===== src/hw/ecms_regs.svh =====
/*
   register offsets, field positions, reset values and timing counts
   for the external clock mode start-up block.
   assumes it is included by bare name after the package is compiled.
*/
// Functional notes
// - resonator modes count 1024 input oscillations first
// - count restarts after reset, power-up delay, wake
// - core stays frozen while the count runs
// - external logic clock mode bypasses the count
// - external logic clock: input pin, output pin gpio
// - stopped input clock just halts, state kept
// - restarted input clock resumes from held state
// - rc mode drives output pin at rate/4
// - rc with gpio: output pin is gpio
// - logic clock or rc start: 2 instruction cycles
// - switch from internal: one old, one new cycle
// - multiplier adds 2 ms after 1024 cycles
// - resonator mode selects amplifier gain level
// - logic clock mode has medium, high power option
// - high gain resonator high power: highest gain
`ifndef ECMS_REGS_SVH
`define ECMS_REGS_SVH

`define ECMS_OFF_CTRL        8'h00
`define ECMS_OFF_CMD         8'h04
`define ECMS_OFF_STAT        8'h08

`define ECMS_CTRL_CFG_LSB    0
`define ECMS_CTRL_PLL_BIT    4
`define ECMS_CTRL_PWRUP_BIT  5
`define ECMS_CTRL_SRC_BIT    6
`define ECMS_CTRL_RST        7'h41

`define ECMS_CMD_SLEEP_BIT   0
`define ECMS_CMD_WAKE_BIT    1

`define ECMS_START_EDGES     11'h400
`define ECMS_INSTR_EDGES     11'h004
`define ECMS_EXT_START_EDGES (`ECMS_INSTR_EDGES * 11'h002)

`define ECMS_CLK_PERIOD_NS   10
`define ECMS_PLL_WAIT_MS     2
`define ECMS_PLL_WAIT_CYC    (`ECMS_PLL_WAIT_MS * 1000000 / `ECMS_CLK_PERIOD_NS)

`define ECMS_RESP_OKAY       2'b00
`define ECMS_RESP_SLVERR     2'b10

`endif


===== src/hw/ecms_pkg.sv =====
/*
   types shared by the external clock mode start-up block.
   assumes nothing of its surroundings.
*/
package ecms_pkg;

   // oscillator_config_field encodings; codes 8..15 are illegal
   typedef enum logic [3:0] {
      CFG_LOW_GAIN_CRYSTAL    = 4'h0,
      CFG_MEDIUM_GAIN_CRYSTAL = 4'h1,
      CFG_HIGH_GAIN_CRYSTAL_HIPWR  = 4'h2,
      CFG_HIGH_GAIN_CRYSTAL_MEDPWR = 4'h3,
      CFG_EXT_LOGIC_CLOCK_HIPWR    = 4'h4,
      CFG_EXT_LOGIC_CLOCK_MEDPWR   = 4'h5,
      CFG_RC_DIVIDED_CLOCK_OUTPUT           = 4'h6,
      CFG_RC_GPIO             = 4'h7
   } ecms_cfg_t;

   typedef enum logic [2:0] {
      ST_POR    = 3'b000,
      ST_PWRUP  = 3'b001,
      ST_COUNT  = 3'b011,
      ST_PLL    = 3'b010,
      ST_RUN    = 3'b110,
      ST_SLEEP  = 3'b111,
      ST_SWITCH = 3'b101,
      ST_EXT    = 3'b100
   } ecms_state_t;

   typedef enum logic [1:0] {
      GAIN_LOWEST  = 2'h0,
      GAIN_MEDIUM  = 2'h1,
      GAIN_HIGH    = 2'h2,
      GAIN_HIGHEST = 2'h3
   } ecms_gain_t;

endpackage


===== src/hw/ecms_cnt_if.sv =====
/*
   carrier between the top and the input-edge counter.
   assumes one clock domain, clk_sys.
*/
`timescale 1ns/1ns
`default_nettype none
interface ecms_cnt_if;
   logic        clr;
   logic        tick;
   logic [10:0] target;
   logic        done;
   modport owner (output clr, output tick, output target, input done);
   modport counter (input clr, input tick, input target, output done);
endinterface
`default_nettype wire


===== src/hw/ecms_edge_count.sv =====
/*
   counter of clock input edges up to a target, holding at the target.
   assumes tick is a one-cycle pulse per input oscillation.
*/
`timescale 1ns/1ns
`default_nettype none
module ecms_edge_count (
   input  wire logic clk_sys, // system clock
   input  wire logic rst_b,   // async reset, active low
   ecms_cnt_if.counter cnt    // clear, tick, target, done
);
   logic [10:0] count_reg;

   // no time base here: a stopped input clock freezes the count
   always_ff @(posedge clk_sys or negedge rst_b) begin
      if (!rst_b) begin
         count_reg <= 11'h000;
      end else if (cnt.clr) begin
         count_reg <= 11'h000;
      end else if (cnt.tick && (count_reg != cnt.target)) begin
         count_reg <= count_reg + 11'h001;
      end
   end

   assign cnt.done = (count_reg == cnt.target);
endmodule
`default_nettype wire


===== src/hw/ecms_clkdiv.sv =====
/*
   divide-by-4 of the input oscillation for the clock output pin.
   assumes tick is a one-cycle pulse per input rising edge.
*/
`timescale 1ns/1ns
`default_nettype none
module ecms_clkdiv (
   input  wire logic clk_sys,  // system clock
   input  wire logic rst_b,    // async reset, active low
   input  wire logic en,       // divider enabled
   input  wire logic tick,     // input rising edge
   output var  logic div_out   // rate / 4
);
   logic [1:0] phase_reg;

   always_ff @(posedge clk_sys or negedge rst_b) begin
      if (!rst_b) begin
         phase_reg <= 2'h0;
      end else if (!en) begin
         phase_reg <= 2'h0;
      end else if (tick) begin
         phase_reg <= phase_reg + 2'h1;
      end
   end

   // two edges high, two low: one output period per four inputs
   always_ff @(posedge clk_sys or negedge rst_b) begin
      if (!rst_b) begin
         div_out <= 1'b0;
      end else begin
         div_out <= en & phase_reg[1];
      end
   end
endmodule
`default_nettype wire


===== src/hw/ecms_top.sv =====
/*
   external clock mode start-up control with an AXI4-Lite register slave.
   assumes clock_input_pin and lf_osc_tick are synchronous to clk_sys.
*/
// Register access over AXI4-Lite and the placing of the registers were left to the implementer.
`timescale 1ns/1ns
`default_nettype none
`include "ecms_regs.svh"
module ecms_top #(
   parameter int unsigned PLL_WAIT_CYC = `ECMS_PLL_WAIT_CYC
) (
   input  wire logic        clk_sys,         // system clock
   input  wire logic        rst_b,           // async reset, active low
   input  wire logic [7:0]  s_axi_awaddr,    // write address
   input  wire logic        s_axi_awvalid,   // write address valid
   output var  logic        s_axi_awready,   // write address ready
   input  wire logic [31:0] s_axi_wdata,     // write data
   input  wire logic [3:0]  s_axi_wstrb,     // write strobes
   input  wire logic        s_axi_wvalid,    // write data valid
   output var  logic        s_axi_wready,    // write data ready
   output var  logic [1:0]  s_axi_bresp,     // write response
   output var  logic        s_axi_bvalid,    // write response valid
   input  wire logic        s_axi_bready,    // write response ready
   input  wire logic [7:0]  s_axi_araddr,    // read address
   input  wire logic        s_axi_arvalid,   // read address valid
   output var  logic        s_axi_arready,   // read address ready
   output var  logic [31:0] s_axi_rdata,     // read data
   output var  logic [1:0]  s_axi_rresp,     // read response
   output var  logic        s_axi_rvalid,    // read data valid
   input  wire logic        s_axi_rready,    // read data ready
   input  wire logic        clock_input_pin, // external clock level
   input  wire logic        lf_osc_tick,     // internal osc cycle pulse
   input  wire logic        pwrup_expired,   // power-up delay done
   input  wire logic        wake_evt,        // wake-up from sleep
   output var  logic        core_run,        // core clock gate open
   output var  logic        clock_stable,    // start-up count done
   output var  logic [1:0]  amp_gain,        // amplifier gain
   output var  logic        high_power_opt,  // high power option
   output var  logic        clock_output_pin_o,  // output pin level
   output var  logic        clock_output_pin_oe, // output pin driven
   output var  logic        out_gpio_sel     // output pin is gpio
);
   ecms_cnt_if cnt_bus ();
   ecms_pkg::ecms_state_t state_reg, state_next;
   logic [6:0]  ctrl_reg;
   logic        sleep_cmd_reg, wake_cmd_reg, pin_d_reg, pin_edge, active_src_reg;
   logic        sw_old_seen_reg, pll_done, ext_mode, pll_en, pwrup_en, src_primary;
   logic        hipwr_next, rc_divided_clock_output, gpio_next, wake_any;
   logic [17:0] pll_cnt_reg;
   logic [3:0]  cfg;
   logic [1:0]  gain_next;
   logic        aw_have_reg, w_have_reg, w_lane0_reg, aw_take, w_take, wr_commit, ar_take;
   logic        aw_have_next, w_have_next, bvalid_next, rvalid_next;
   logic [7:0]  aw_addr_reg;
   logic [6:0]  w_data_reg;
   logic [31:0] rdata_next;
   logic [1:0]  rresp_next;

   assign cfg         = ctrl_reg[`ECMS_CTRL_CFG_LSB +: 4];
   assign pll_en      = ctrl_reg[`ECMS_CTRL_PLL_BIT];
   assign pwrup_en    = ctrl_reg[`ECMS_CTRL_PWRUP_BIT];
   assign src_primary = ctrl_reg[`ECMS_CTRL_SRC_BIT];
   assign wake_any    = wake_cmd_reg | wake_evt;

   // bus side
   assign aw_take   = s_axi_awvalid & s_axi_awready;
   assign w_take    = s_axi_wvalid & s_axi_wready;
   assign ar_take   = s_axi_arvalid & s_axi_arready;
   assign wr_commit = aw_have_reg & w_have_reg;

   assign aw_have_next = (aw_have_reg | aw_take) & ~wr_commit;
   assign w_have_next  = (w_have_reg | w_take) & ~wr_commit;
   assign bvalid_next  = (s_axi_bvalid & ~s_axi_bready) | wr_commit;
   assign rvalid_next  = (s_axi_rvalid & ~s_axi_rready) | ar_take;

   always_ff @(posedge clk_sys or negedge rst_b) begin
      if (!rst_b) begin
         aw_have_reg   <= 1'b0;
         w_have_reg    <= 1'b0;
         s_axi_awready <= 1'b0;
         s_axi_wready  <= 1'b0;
         s_axi_bvalid  <= 1'b0;
      end else begin
         aw_have_reg   <= aw_have_next;
         w_have_reg    <= w_have_next;
         s_axi_awready <= ~aw_have_next & ~bvalid_next;
         s_axi_wready  <= ~w_have_next & ~bvalid_next;
         s_axi_bvalid  <= bvalid_next;
      end
   end

   always_ff @(posedge clk_sys or negedge rst_b) begin
      if (!rst_b) begin
         aw_addr_reg <= 8'h00;
         w_data_reg  <= 7'h00;
         w_lane0_reg <= 1'b0;
      end else begin
         if (aw_take) begin
            aw_addr_reg <= s_axi_awaddr;
         end
         if (w_take) begin
            w_data_reg  <= s_axi_wdata[6:0];
            w_lane0_reg <= s_axi_wstrb[0];
         end
      end
   end

   always_ff @(posedge clk_sys or negedge rst_b) begin
      if (!rst_b) begin
         s_axi_bresp <= `ECMS_RESP_OKAY;
      end else if (wr_commit) begin
         unique case (aw_addr_reg)
            `ECMS_OFF_CTRL, `ECMS_OFF_CMD, `ECMS_OFF_STAT: s_axi_bresp <= `ECMS_RESP_OKAY;
            default: s_axi_bresp <= `ECMS_RESP_SLVERR;
         endcase
      end
   end

   // software-steered configuration
   always_ff @(posedge clk_sys or negedge rst_b) begin
      if (!rst_b) begin
         ctrl_reg <= `ECMS_CTRL_RST;
      end else if (wr_commit && w_lane0_reg && aw_addr_reg == `ECMS_OFF_CTRL) begin
         ctrl_reg <= w_data_reg;
      end
   end

   // command pulses last one cycle; ignored outside their state
   always_ff @(posedge clk_sys or negedge rst_b) begin
      if (!rst_b) begin
         sleep_cmd_reg <= 1'b0;
         wake_cmd_reg  <= 1'b0;
      end else begin
         sleep_cmd_reg <= wr_commit && w_lane0_reg && aw_addr_reg == `ECMS_OFF_CMD
                          && w_data_reg[`ECMS_CMD_SLEEP_BIT];
         wake_cmd_reg  <= wr_commit && w_lane0_reg && aw_addr_reg == `ECMS_OFF_CMD
                          && w_data_reg[`ECMS_CMD_WAKE_BIT];
      end
   end

   always_comb begin
      rresp_next = `ECMS_RESP_OKAY;
      rdata_next = 32'h0000_0000;
      unique case (s_axi_araddr)
         `ECMS_OFF_CTRL: begin
            rdata_next = {25'h0000000, ctrl_reg};
         end
         `ECMS_OFF_CMD: rdata_next = 32'h0000_0000;
         `ECMS_OFF_STAT: begin
            rdata_next = {23'h000000, high_power_opt, amp_gain, active_src_reg,
                          core_run, clock_stable, state_reg};
         end
         default: begin
            rresp_next = `ECMS_RESP_SLVERR;
         end
      endcase
   end

   always_ff @(posedge clk_sys or negedge rst_b) begin
      if (!rst_b) begin
         s_axi_arready <= 1'b0;
         s_axi_rvalid  <= 1'b0;
         s_axi_rdata   <= 32'h0000_0000;
         s_axi_rresp   <= `ECMS_RESP_OKAY;
      end else begin
         s_axi_arready <= ~rvalid_next;
         s_axi_rvalid  <= rvalid_next;
         if (ar_take) begin
            s_axi_rdata <= rdata_next;
            s_axi_rresp <= rresp_next;
         end
      end
   end

   // mode decode
   always_comb begin
      ext_mode  = 1'b1;
      gain_next = ecms_pkg::GAIN_LOWEST;
      hipwr_next = 1'b0;
      rc_divided_clock_output = 1'b0;
      gpio_next = 1'b0;
      unique case (cfg)
         ecms_pkg::CFG_LOW_GAIN_CRYSTAL: begin
            ext_mode  = 1'b0;
            gain_next = ecms_pkg::GAIN_LOWEST;
         end
         ecms_pkg::CFG_MEDIUM_GAIN_CRYSTAL: begin
            ext_mode  = 1'b0;
            gain_next = ecms_pkg::GAIN_MEDIUM;
         end
         ecms_pkg::CFG_HIGH_GAIN_CRYSTAL_HIPWR: begin
            ext_mode  = 1'b0;
            gain_next = ecms_pkg::GAIN_HIGHEST;
            hipwr_next = 1'b1;
         end
         ecms_pkg::CFG_HIGH_GAIN_CRYSTAL_MEDPWR: begin
            ext_mode  = 1'b0;
            gain_next = ecms_pkg::GAIN_HIGH;
         end
         ecms_pkg::CFG_EXT_LOGIC_CLOCK_HIPWR: begin
            hipwr_next = 1'b1;
            gpio_next = 1'b1;
         end
         ecms_pkg::CFG_EXT_LOGIC_CLOCK_MEDPWR: begin
            gpio_next = 1'b1;
         end
         ecms_pkg::CFG_RC_DIVIDED_CLOCK_OUTPUT: begin
            rc_divided_clock_output = 1'b1;
         end
         ecms_pkg::CFG_RC_GPIO: begin
            gpio_next = 1'b1;
         end
         default: begin
            gpio_next = 1'b1; // illegal codes fall back to logic clock, medium power
         end
      endcase
   end

   always_ff @(posedge clk_sys or negedge rst_b) begin
      if (!rst_b) begin
         amp_gain            <= ecms_pkg::GAIN_LOWEST;
         high_power_opt      <= 1'b0;
         out_gpio_sel        <= 1'b0;
         clock_output_pin_oe <= 1'b0;
      end else begin
         amp_gain            <= gain_next;
         high_power_opt      <= hipwr_next;
         out_gpio_sel        <= gpio_next;
         clock_output_pin_oe <= rc_divided_clock_output;
      end
   end

   // input pin level registered on the system clock in every mode, for edge detection
   always_ff @(posedge clk_sys or negedge rst_b) begin
      if (!rst_b) begin
         pin_d_reg <= 1'b0;
      end else begin
         pin_d_reg <= clock_input_pin;
      end
   end

   // count and switch waits use input edges, so a stopped clock holds those states; the multiplier wait counts system clocks
   assign pin_edge = clock_input_pin & ~pin_d_reg;

   // counter clears outside its states, so each entry restarts it
   assign cnt_bus.clr    = (state_reg != ecms_pkg::ST_COUNT) && (state_reg != ecms_pkg::ST_EXT);
   assign cnt_bus.tick   = pin_edge;
   assign cnt_bus.target = (state_reg == ecms_pkg::ST_COUNT) ?
                           `ECMS_START_EDGES : `ECMS_EXT_START_EDGES;

   ecms_edge_count u_startup_cnt (
      .clk_sys (clk_sys),
      .rst_b   (rst_b),
      .cnt     (cnt_bus)
   );

   ecms_clkdiv u_clkdiv (
      .clk_sys (clk_sys),
      .rst_b   (rst_b),
      .en      (rc_divided_clock_output),
      .tick    (pin_edge),
      .div_out (clock_output_pin_o)
   );

   // multiplier lock wait in system clocks, not input edges
   assign pll_done = (pll_cnt_reg == 18'(PLL_WAIT_CYC - 1));

   always_ff @(posedge clk_sys or negedge rst_b) begin
      if (!rst_b) begin
         pll_cnt_reg <= 18'h00000;
      end else if (state_reg != ecms_pkg::ST_PLL) begin
         pll_cnt_reg <= 18'h00000;
      end else if (!pll_done) begin
         pll_cnt_reg <= pll_cnt_reg + 18'h00001;
      end
   end

   // switch needs one internal-osc cycle, then one input cycle
   always_ff @(posedge clk_sys or negedge rst_b) begin
      if (!rst_b) begin
         sw_old_seen_reg <= 1'b0;
      end else if (state_reg != ecms_pkg::ST_SWITCH) begin
         sw_old_seen_reg <= 1'b0;
      end else if (lf_osc_tick) begin
         sw_old_seen_reg <= 1'b1;
      end
   end

   always_comb begin
      state_next = state_reg;
      unique case (state_reg)
         ecms_pkg::ST_POR: begin
            state_next = pwrup_en ? ecms_pkg::ST_PWRUP :
                         ext_mode ? ecms_pkg::ST_EXT : ecms_pkg::ST_COUNT;
         end
         ecms_pkg::ST_PWRUP: begin
            if (pwrup_expired) begin
               state_next = ext_mode ? ecms_pkg::ST_EXT : ecms_pkg::ST_COUNT;
            end
         end
         ecms_pkg::ST_COUNT, ecms_pkg::ST_EXT: begin
            if (cnt_bus.done) begin
               state_next = pll_en ? ecms_pkg::ST_PLL : ecms_pkg::ST_RUN;
            end
         end
         ecms_pkg::ST_PLL: begin
            if (pll_done) begin
               state_next = ecms_pkg::ST_RUN;
            end
         end
         ecms_pkg::ST_RUN: begin
            if (sleep_cmd_reg) begin
               state_next = ecms_pkg::ST_SLEEP;
            end else if (src_primary && !active_src_reg) begin
               state_next = ext_mode ? ecms_pkg::ST_SWITCH : ecms_pkg::ST_COUNT;
            end
         end
         ecms_pkg::ST_SLEEP: begin
            if (wake_any) begin
               state_next = ext_mode ? ecms_pkg::ST_EXT : ecms_pkg::ST_COUNT;
            end
         end
         ecms_pkg::ST_SWITCH: begin
            if (sw_old_seen_reg && pin_edge) begin
               state_next = ecms_pkg::ST_RUN;
            end
         end
      endcase
   end

   always_ff @(posedge clk_sys or negedge rst_b) begin
      if (!rst_b) begin
         state_reg <= ecms_pkg::ST_POR;
      end else begin
         state_reg <= state_next;
      end
   end

   // entering run always lands on the primary source
   always_ff @(posedge clk_sys or negedge rst_b) begin
      if (!rst_b) begin
         active_src_reg <= 1'b1;
      end else if (state_next == ecms_pkg::ST_RUN && state_reg != ecms_pkg::ST_RUN) begin
         active_src_reg <= 1'b1;
      end else if (state_reg == ecms_pkg::ST_RUN && !src_primary) begin
         active_src_reg <= 1'b0;
      end
   end

   // core frozen everywhere but run, held state kept for resume
   always_ff @(posedge clk_sys or negedge rst_b) begin
      if (!rst_b) begin
         core_run     <= 1'b0;
         clock_stable <= 1'b0;
      end else begin
         core_run     <= (state_next == ecms_pkg::ST_RUN);
         clock_stable <= (state_next == ecms_pkg::ST_RUN) ||
                         (state_next == ecms_pkg::ST_PLL) ||
                         (state_next == ecms_pkg::ST_SWITCH);
      end
   end
endmodule
`default_nettype wire


===== config.mk =====
export PLATFORM = sky130hd
export DESIGN_NAME = ecms_top
export DESIGN_NICKNAME = d
export VERILOG_FILES = /design/src/hw/ecms_pkg.sv /design/src/hw/ecms_cnt_if.sv /design/src/hw/ecms_edge_count.sv /design/src/hw/ecms_clkdiv.sv /design/src/hw/ecms_top.sv
export VERILOG_INCLUDE_DIRS = /design/src /design/src/hw
export SDC_FILE = /design/constraint.sdc
export NUM_CORES = 1
export LEC_CHECK = 0
export BUFFER_PORTS_ARGS = -buffer_cell sky130_fd_sc_hd__buf_2
export CAP_MARGIN = 20
export CELL_PAD_IN_SITES_DETAIL_PLACEMENT = 1
export CELL_PAD_IN_SITES_GLOBAL_PLACEMENT = 1
export CORE_MARGIN = 8
export CORE_UTILIZATION = 43
export CTS_CLUSTER_SIZE = 24
export DETAILED_ROUTE_END_ITERATION = 8
export GPL_ROUTABILITY_DRIVEN = 0
export PLACE_DENSITY_LB_ADDON = 0.25
export SLEW_MARGIN = 15
export SYNTH_ARGS = -nofsm -noshare
export SYNTH_HDL_FRONTEND = slang
export SYNTH_SLANG_ARGS = --single-unit

===== constraint.sdc =====
create_clock -name clk_sys -period 6.1 [get_ports clk_sys]
set_clock_uncertainty 0.1 [all_clocks]
set_input_delay 0.61 -clock clk_sys [delete_from_list [all_inputs] [get_ports clk_sys]]
set_output_delay 0.61 -clock clk_sys [all_outputs]
set_load 0.03 [all_outputs]

==> results of run 1 <==
-- cells in the mapped netlist, drive strengths merged --
| cell | instances | area (um^2) |
|---|---|---|
| or2 | 5 | 31.3 |
| clkbuf | 11 | 41.3 |
| a21o | 1 | 7.51 |
| dfrtp | 85 | 2130 |
| or3 | 6 | 37.5 |
| or3b | 1 | 8.76 |
| a211oi | 1 | 7.51 |
| and2b | 1 | 7.51 |
| inv | 10 | 37.5 |
| ha | 3 | 37.5 |
| nand4 | 2 | 12.5 |
| o22ai | 1 | 6.26 |
| a2bb2oi | 2 | 17.5 |
| and2 | 2 | 12.5 |
| nor2b | 6 | 37.5 |
| nor2 | 42 | 158 |
| nand2 | 34 | 128 |
| o21a | 3 | 22.5 |
| nor4 | 5 | 31.3 |
| mux2i | 10 | 113 |
| dfstp | 3 | 78.8 |
| and4b | 1 | 10.0 |
| xor2 | 8 | 70.1 |
| a32o | 2 | 20.0 |
| o21ai | 20 | 111 |
| a21boi | 1 | 7.51 |
| o22a | 1 | 8.76 |
| nand3 | 11 | 55.1 |
| nor3 | 12 | 60.1 |
| a311oi | 1 | 8.76 |
| mux2 | 23 | 259 |
| nand3b | 1 | 7.51 |
| and3 | 8 | 50.1 |
| conb | 1 | 3.75 |
| xnor2 | 14 | 123 |
| nor4b | 4 | 35.0 |
| and4 | 2 | 17.5 |
| buf | 27 | 198 |
| o31ai | 1 | 7.51 |
| a21oi | 16 | 80.1 |
| o211ai | 1 | 7.51 |
| a31oi | 5 | 31.3 |
| nor3b | 4 | 30.0 |
| and3b | 2 | 21.3 |
| nand2b | 1 | 6.26 |
-- through the flow --
| stage | util (%) | hold slack [ps] |
|---|---|---|
| floorplan | - | 214 |
| global placement | 47.0 | 359 |
| CTS | 49.0 | 131 |
| global route | 49.0 | 134 |
| finish | 49.0 | 124 |
| detailed placement | 47.0 | 374 |
-- worst min-delay path by stage --
stage	to	slack, ps	start	cells after the start
after floorplan	amp_gain[0]	210	rst_b	0
after global placement	s_axi_rresp[1]	360	s_axi_rresp[1]	2
after detailed placement	s_axi_rresp[1]	370	s_axi_rresp[1]	2
after CTS	pll_cnt_reg[11]	130	rst_b	1
after global routing	pll_cnt_reg[11]	130	rst_b	1
final	pll_cnt_reg[11]	120	rst_b	1
-- layout by cell type (no fill, tap or decap), types with 2 or more instances in the layout --
| master | instances |
|---|---|
| a21oi_1 | 16 |
| a2bb2oi_1 | 2 |
| a31oi_1 | 5 |
| a32o_1 | 2 |
| and2_1 | 2 |
| and3_1 | 8 |
| and4_1 | 2 |
| buf_2 | 57 |
| buf_4 | 2 |
| clkbuf_8 | 9 |
| clkinv_2 | 3 |
| conb_1 | 25 |
| dfrtp_1 | 85 |
| dfstp_2 | 3 |
| ha_1 | 3 |
| inv_1 | 9 |
| mux2_1 | 7 |
| mux2_2 | 16 |
| mux2i_1 | 9 |
| nand2_1 | 34 |
| nand3_1 | 11 |
| nand4_1 | 2 |
| nor2_1 | 42 |
| nor2b_1 | 6 |
| nor3_1 | 12 |
| nor3b_1 | 4 |
| nor4_1 | 5 |
| nor4b_1 | 4 |
| o21a_1 | 3 |
| o21ai_0 | 15 |
| o21ai_1 | 4 |
| or2_1 | 3 |
| or2_2 | 2 |
| or3_1 | 6 |
| xnor2_1 | 14 |
| xor2_1 | 8 |
-- power by group through the flow --
stage / registers [mW] / logic [mW] / clock network (mW)
2_1_floorplan: 0.830 / 0.344 / 0
4_1_cts: 0.818 / 0.483 / 0.420
3_3_place_gp: 0.825 / 0.464 / 0
6_report: 0.817 / 0.473 / 0.403
3_5_place_dp: 0.830 / 0.481 / 0
5_1_grt: 0.841 / 0.529 / 0.442
-- final cells by class --
| type | count | share of cell area, % |
|---|---|---|
| diodes | 1 | 0.0532 |
| clock buffers | 9 | 2.63 |
| clock inverters | 7 | 1.49 |
| inverters | 10 | 0.798 |
| multi-input cells | 289 | 38.2 |
| flip-flops and latches | 88 | 46.9 |
| well taps | 133 | 3.54 |
| repair buffers | 59 | 6.38 |
-- routing by layer --
metal	vias to the layer above	routed length, um	part of all wire (%)
li1	1446	-	-
met1	1490	4090	44
met2	64	4480	48
met3	10	651	7.0
met4	2	95	1.0
met5	-	8	0.086
-- critical path, delay by kind of cell (launching register included) --
kind	cells	cell delay, ps
AO/OA/AOI/OAI	2	270
AND/OR/NAND/NOR	3	1260
flip-flops	1	530
multiplexers	1	270
-- cells by family (layout without fill, tap and decap cells) --
group | Yosys count | in the layout
xor+xnor | 22 | 22
buf+inv | 48 | 85
other cells | 1 | 26
compound gates | 56 | 56
simple gates | 150 | 150
flops | 88 | 88
mux | 33 | 33
fa+ha+maj | 3 | 3
==> results.cfg, run 1 <==
[clock_tree]
clock-sinks = 88
clk_path_buf_depth = 2
cts_setup_buffers = 0
clock_latency_ps = 360
ctsResizeCount = 0
h-tree-depth = 3
cts_hold_buffers = 0
cts_buffers = 9
clk_pin_slew_ps = 90
cts-root-buf = clkbuf_8
cts_tree = yes

[critical_path]
critPathKind = reg2reg
r2r-start = state_reg[2]
crit_slowest_cell = dfrtp_1
critPathCapture = u_startup_cnt.count_reg[9]
crit_path_frequent_cell = or3_1
critPathRequiredTime_ps = 6280
critPathLaunchType = flip-flop
reg2reg_depth = 6
worstSetupEndpointType = flip-flop
worstPathMaxFanout = 13
slowest_delay_ps = 530
rrSetupSlack_ps = 3610
crit_start = state_reg[2]
cp_cell_sequence = and3b_4, mux2i_4, o21ai_4, or3_1, or3_1, a21oi_1
arrival_ps = 2670
r2r_end = u_startup_cnt.count_reg[9]

[finish]
design_area_um2 = 4700
final_cells = 596
final_nets = 523
fillers = 1122
seqCellArea_um2 = 2210
area_growth_pct = 12.3
largest_reg_flops = 18
multi_input_area_um2 = 1800
drive_gt1_share_pct = 21.6

[synthesis]
synth_compound_area_share_pct = 8.21
muxShareOfSynthArea_pct = 8.87
seq_area_frac_synth_pct = 52.7
ys_types = 53
synth_area_um2 = 4190
synth_xor_area_share_pct = 4.60
syn_area_per_cell_um2 = 10.4
synth_top_family_by_area = simple AND/OR/NAND/NOR gates
synthAdderAreaFrac_pct = 0.896
synthSimpleGateAreaFrac_pct = 18.1
yosys_warnings = 0
synth-seq-cells = 88
synth_cells = 401

[floorplanning]
rows = 36
core_area_um2 = 9590
die_y_um = 115
dieArea_um2 = 13200
start_util_pct = 43.7
ios = 112
die_w_um = 115

[timing]
grt_setup_unrepaired = no
max_slew_margin_pct = 49.3
hold_viol_final = 0
setup_tns_ps = 0
report.final.slew_viol_count = 0
finalSetupViolCount = 0
fmax_ghz = 0.402
period_needed_ps = 2490
timing.final.ws_setup_ps = 3610
tightest_slew_ps = 758
period_share_pct = 40.8

[routing]
drc_errors = 0
ant_nets = 0
wirelength_um = 9330
vias = 3012
wl_per_cell_um = 15.6
via_per_inst = 5.05
dr.pass1.iters = 4
first_iter_violations = 130

[placement]
dp.cells = 579
dp_slack_ps = 3620
dpl-instance-area_um2 = 4510
place.detailed.hpwl_um = 6910
portBuffers = 58

[power_and_ir_drop]
leakage_nw = 2.21
clock_power_share_pct = 23.8
netSwitchingPower_uw = 609
finalPower_mw = 1.69
pwr-share-seq_pct = 48.3
powerDensity_nw_per_um2 = 360
swShare_pct = 36.0
power_frac_comb_pct = 27.9
irDropWorstVdd_uv = 182
internal_power_mw = 1.08

[worst_hold_path]
hold_class = in2async

[run_status]
status = completed

[global_route]
grt_use_met3_pct = 6.49
grt_max_degree = 48
antenna_found_initial = 1
grt_pass1_vias = 3356
overflow = 0
grt_pass1_wl_um = 16100
grt_use_met1_pct = 17.8
grt_usage_pct = 15.2
grtUsageMet2_pct = 25.4
grt.busiest_layer = met2

[flow_run]
drv_cap = 0
Power figures use the tool's default switching activity.
==> run 2: changes to the inputs <==
CORE_UTILIZATION = 40   (was 43)
clock period = 2.36 ns   (was 6.1 ns; I/O delays follow)
==> results.cfg, run 2 (synthesis gave the netlist of run 1 again) <==
[routing]
dr.pass1.iters = 4
wl_per_cell_um = 15.6
ant_nets = 0
wirelength_um = 9790
via_per_inst = 5.02
vias = 3143
drc_errors = 0
first_iter_violations = 101

[critical_path]
worstSetupEndpointType = flip-flop
critPathKind = reg2reg
critPathLaunchType = flip-flop
worstPathMaxFanout = 7
critPathRequiredTime_ps = 2550
arrival_ps = 2400

[power_and_ir_drop]
leakage_nw = 2.36
powerDensity_nw_per_um2 = 932
finalPower_mw = 4.69
irDropWorstVdd_uv = 400

[clock_tree]
clk_path_buf_depth = 2
cts_buffers = 9
cts-root-buf = clkbuf_8
clock_latency_ps = 370
clock-sinks = 88
h-tree-depth = 3
clk_pin_slew_ps = 90
cts_tree = yes

[placement]
place.detailed.hpwl_um = 7150
portBuffers = 58

[global_route]
antenna_found_initial = 2
grt_pass1_wl_um = 17100
grt_pass1_vias = 3449
overflow = 0
grt_max_degree = 47
grt_usage_pct = 14.8

[finish]
diodes = 0
final_nets = 551
final_cell_mix = dfrtp_1 (85), buf_2 (57), nor2_1 (42)
area_growth_pct = 20.0
drive_gt1_share_pct = 23.3
final_common_cell = dfrtp_1
fillers = 1172
largest_reg_flops = 18

[floorplanning]
rows = 37
die_w_um = 118
core_area_um2 = 10200
dieArea_um2 = 14000
start_util_pct = 40.9
ios = 112
die_y_um = 118

[timing]
setup_tns_ps = 0
hold_viol_final = 0
report.final.slew_viol_count = 0
tightest_slew_ps = 584
fmax_ghz = 0.452
finalSetupViolCount = 0
grt_setup_unrepaired = no
period_share_pct = 93.7
max_slew_margin_pct = 60.7
period_needed_ps = 2210

[worst_hold_path]
hold_class = in2reg

[flow_run]
drv_cap = 0

[run_status]
status = completed
run 2: layer usage:
layer / global-route usage [%] / wire [um]
met3: 4.38 / 509
met5: 0 / 22
met1: 17.8 / 4300
met4: 6.00 / 167
met2: 24.3 / 4790
run 2: power by group:
part           total (mW)  switching (mW)  leakage, nW  internal [mW]
combinational        1.45           0.844         1.10          0.607
clock                1.19           0.582        0.116          0.611
sequential           2.04           0.220         1.15           1.82
run 2: per-stage QoR:
stage	hold slack [ps]	instances	setup WS, ps	area (um^2)	utilization, %
floorplan	-160	425	224	4280	-
global placement	163	592	125	4600	44.9
detailed placement	172	592	17.7	4600	44.9
CTS	2.76	626	74.0	5010	49.0
global route	13.8	626	12.5	5020	49.1
finish	21.7	626	149	5020	49.1
run 2: timing repair:
| action | 4_1_cts | 5_1_grt |
|---|---|---|
| endpoints found under the hold margin | 60 | 0 |
| buffers inserted | 0 | 0 |
| gates resized for setup | 1 | 3 |
| endpoints found under the setup margin | 1 | 8 |
| hold buffers | 18 | 0 |
run 2: worst paths after layout:
| check | slack (ps) | depth (start not counted) | startpoint | endpoint |
|---|---|---|---|---|
| setup / recovery | 150 | 9 | u_startup_cnt.count_reg[0] | u_startup_cnt.count_reg[5] |
| hold / removal | 20 | 2 | s_axi_wdata[4] | w_data_reg[4] |
| setup reg to reg | 150 | 9 | u_startup_cnt.count_reg[0] | u_startup_cnt.count_reg[5] |
| hold reg to reg | 380 | 2 | s_axi_rresp[1] | s_axi_rresp[1] |
| max in group asynchronous | 1150 | 3 | rst_b | ctrl_reg[0] |
| min in group asynchronous | 300 | 2 | rst_b | pll_cnt_reg[12] |
run 2: area by class of cell:
class | instances | area [um^2] | area share [%]
Inverter | 10 | 37.5 | 0.747
Tap cell | 136 | 170 | 3.39
Timing Repair Buffer | 87 | 568 | 11.3
Clock inverter | 7 | 103 | 2.04
Multi-Input combinational cell | 289 | 1820 | 36.2
Sequential cell | 88 | 2210 | 43.9
Clock buffer | 9 | 124 | 2.47
run 2: worst max-delay path, cell delays in order (launching register included):
cell     delay, ps
dfrtp_1        360
inv_1           80
ha_1           200
nor4b_2        160
buf_4          140
nand2_2         90
o21ai_4        100
or3_4          430
or3_1          310
a21oi_1        160
==> run 3: changes to the inputs <==
CELL_PAD_IN_SITES_DETAIL_PLACEMENT = unset   (was 1)
CELL_PAD_IN_SITES_GLOBAL_PLACEMENT = unset   (was 1)
CORE_UTILIZATION = 45   (was 40)
SKIP_LAST_GASP = 1   (was unset)
==> results.cfg, run 3 (synthesis gave the netlist of run 1 again) <==
[run_status]
status = completed

[critical_path]
worstSetupEndpointType = flip-flop
crit_family = simple AND/OR/NAND/NOR gates
critPathLaunchType = flip-flop
r2r-start = state_reg[2]
worstPathMaxFanout = 8
critPathRequiredTime_ps = 2540
crit_slowest_cell = or3_1
crit_start = state_reg[2]
crit_path_frequent_cell = or3_1
crit_buf_inv = 0
critPathKind = reg2reg
slowest_delay_ps = 490
cp_cell_sequence = and3b_4, mux2i_4, o21ai_4, or3_1, or3_1, a21oi_1
arrival_ps = 2430

[power_and_ir_drop]
pwr-share-seq_pct = 46.6
finalPower_mw = 4.36
clock_power_share_pct = 21.7
powerDensity_nw_per_um2 = 893
power_frac_comb_pct = 31.7
internal_power_mw = 2.80
irDropWorstVdd_uv = 533
netSwitchingPower_mw = 1.55
swShare_pct = 35.7
leakage_nw = 2.31

[timing]
period_needed_ps = 2250
report.final.slew_viol_count = 0
holdWs_ps = 15.7
period_share_pct = 95.3
hold_viol_final = 0
setup_tns_ps = 0
fmax_ghz = 0.445
grt_setup_unrepaired = no
timing.final.ws_setup_ps = 112
tightest_slew_ps = 545
max_slew_margin_pct = 63.3
finalSetupViolCount = 0

[routing]
wl_per_cell_um = 13.7
wirelength_um = 8120
vias = 3031
ant_nets = 0
drc_errors = 0
via_per_inst = 5.09
first_iter_violations = 74
dr.pass1.iters = 4

[worst_hold_path]
hp-start = s_axi_wdata[0]
hold_class = in2reg

[finish]
drive_gt1_share_pct = 22.3
final_nets = 545
final_common_cell = dfrtp_1
area_growth_pct = 16.4
largest_reg_flops = 18
final_cell_mix = dfrtp_1 (85), buf_2 (57), nor2_1 (42)
diodes = 0
final_util_pct = 53.3

[global_route]
grt_max_degree = 50
grt_pass1_vias = 3084
antenna_found_initial = 0
grt_usage_pct = 13.5
overflow = 0
grt_pass1_wl_um = 14200

[clock_tree]
cts_tree = yes
h-tree-depth = 3
clk_path_buf_depth = 2
clk_pin_slew_ps = 90
clock_latency_ps = 350
cts_buffers = 9
cts_setup_buffers = 0
cts-root-buf = clkbuf_8
clock-sinks = 88

[floorplanning]
core_area_um2 = 9150
dieArea_um2 = 12700
ios = 112
start_util_pct = 45.8
rows = 35
die_y_um = 112
die_w_um = 112

[flow_run]
drv_cap = 0

[placement]
dp_slack_ps = 139
place.detailed.hpwl_um = 5870
portBuffers = 58
run 3: power by group through the flow:
stage                     Combinational (mW)  Clock (mW)  Sequential (mW)
after floorplan                        0.890           0             2.14
after global placement                  1.35           0             2.05
after detailed placement                1.37           0             2.06
after CTS                               1.39       0.991             2.03
after global routing                    1.54        1.05             2.07
final                                   1.38       0.943             2.03
run 3: final timing paths:
check	end	slack [ps]	cells after the start
max in group asynchronous	ctrl_reg[0]	1190	3
min in group asynchronous	u_startup_cnt.count_reg[6]	290	2
hold / removal	w_data_reg[0]	20	2
setup / recovery	u_startup_cnt.count_reg[5]	110	6
setup reg to reg	u_startup_cnt.count_reg[5]	110	6
hold reg to reg	s_axi_rdata[4]	380	2
run 3: area by class of cell:
cell class,instances,area [um^2]
Fill cell,810,4280
Sequential cell,88,2210
Multi-Input combinational cell,289,1800
Timing Repair Buffer,81,515
Tap cell,111,139
Clock buffer,9,124
Clock inverter,7,52.6
Inverter,10,37.5
run 3: metrics by stage:
step | std cells | instance area [um^2]
floorplan | 425 | 4280
global placement | 564 | 4540
detailed placement | 564 | 4540
CTS | 594 | 4860
global route | 595 | 4880
finish | 595 | 4880
run 3: what timing repair did:
action | 4_1_cts | 5_1_grt
endpoints found under the hold margin | 50 | 1
hold buffers | 14 | 1
endpoints found under the setup margin | 0 | 6
gates resized for setup | 0 | 1
run 3: per-layer routing:
layer / vias to the layer above / GRT usage [%] / routed length (um)
met5: - / 0 / 0
met4: 0 / 4.95 / 90
met3: 9 / 4.40 / 577
met2: 74 / 21.4 / 3710
met1: 1465 / 16.9 / 3750
li1: 1483 / - / -
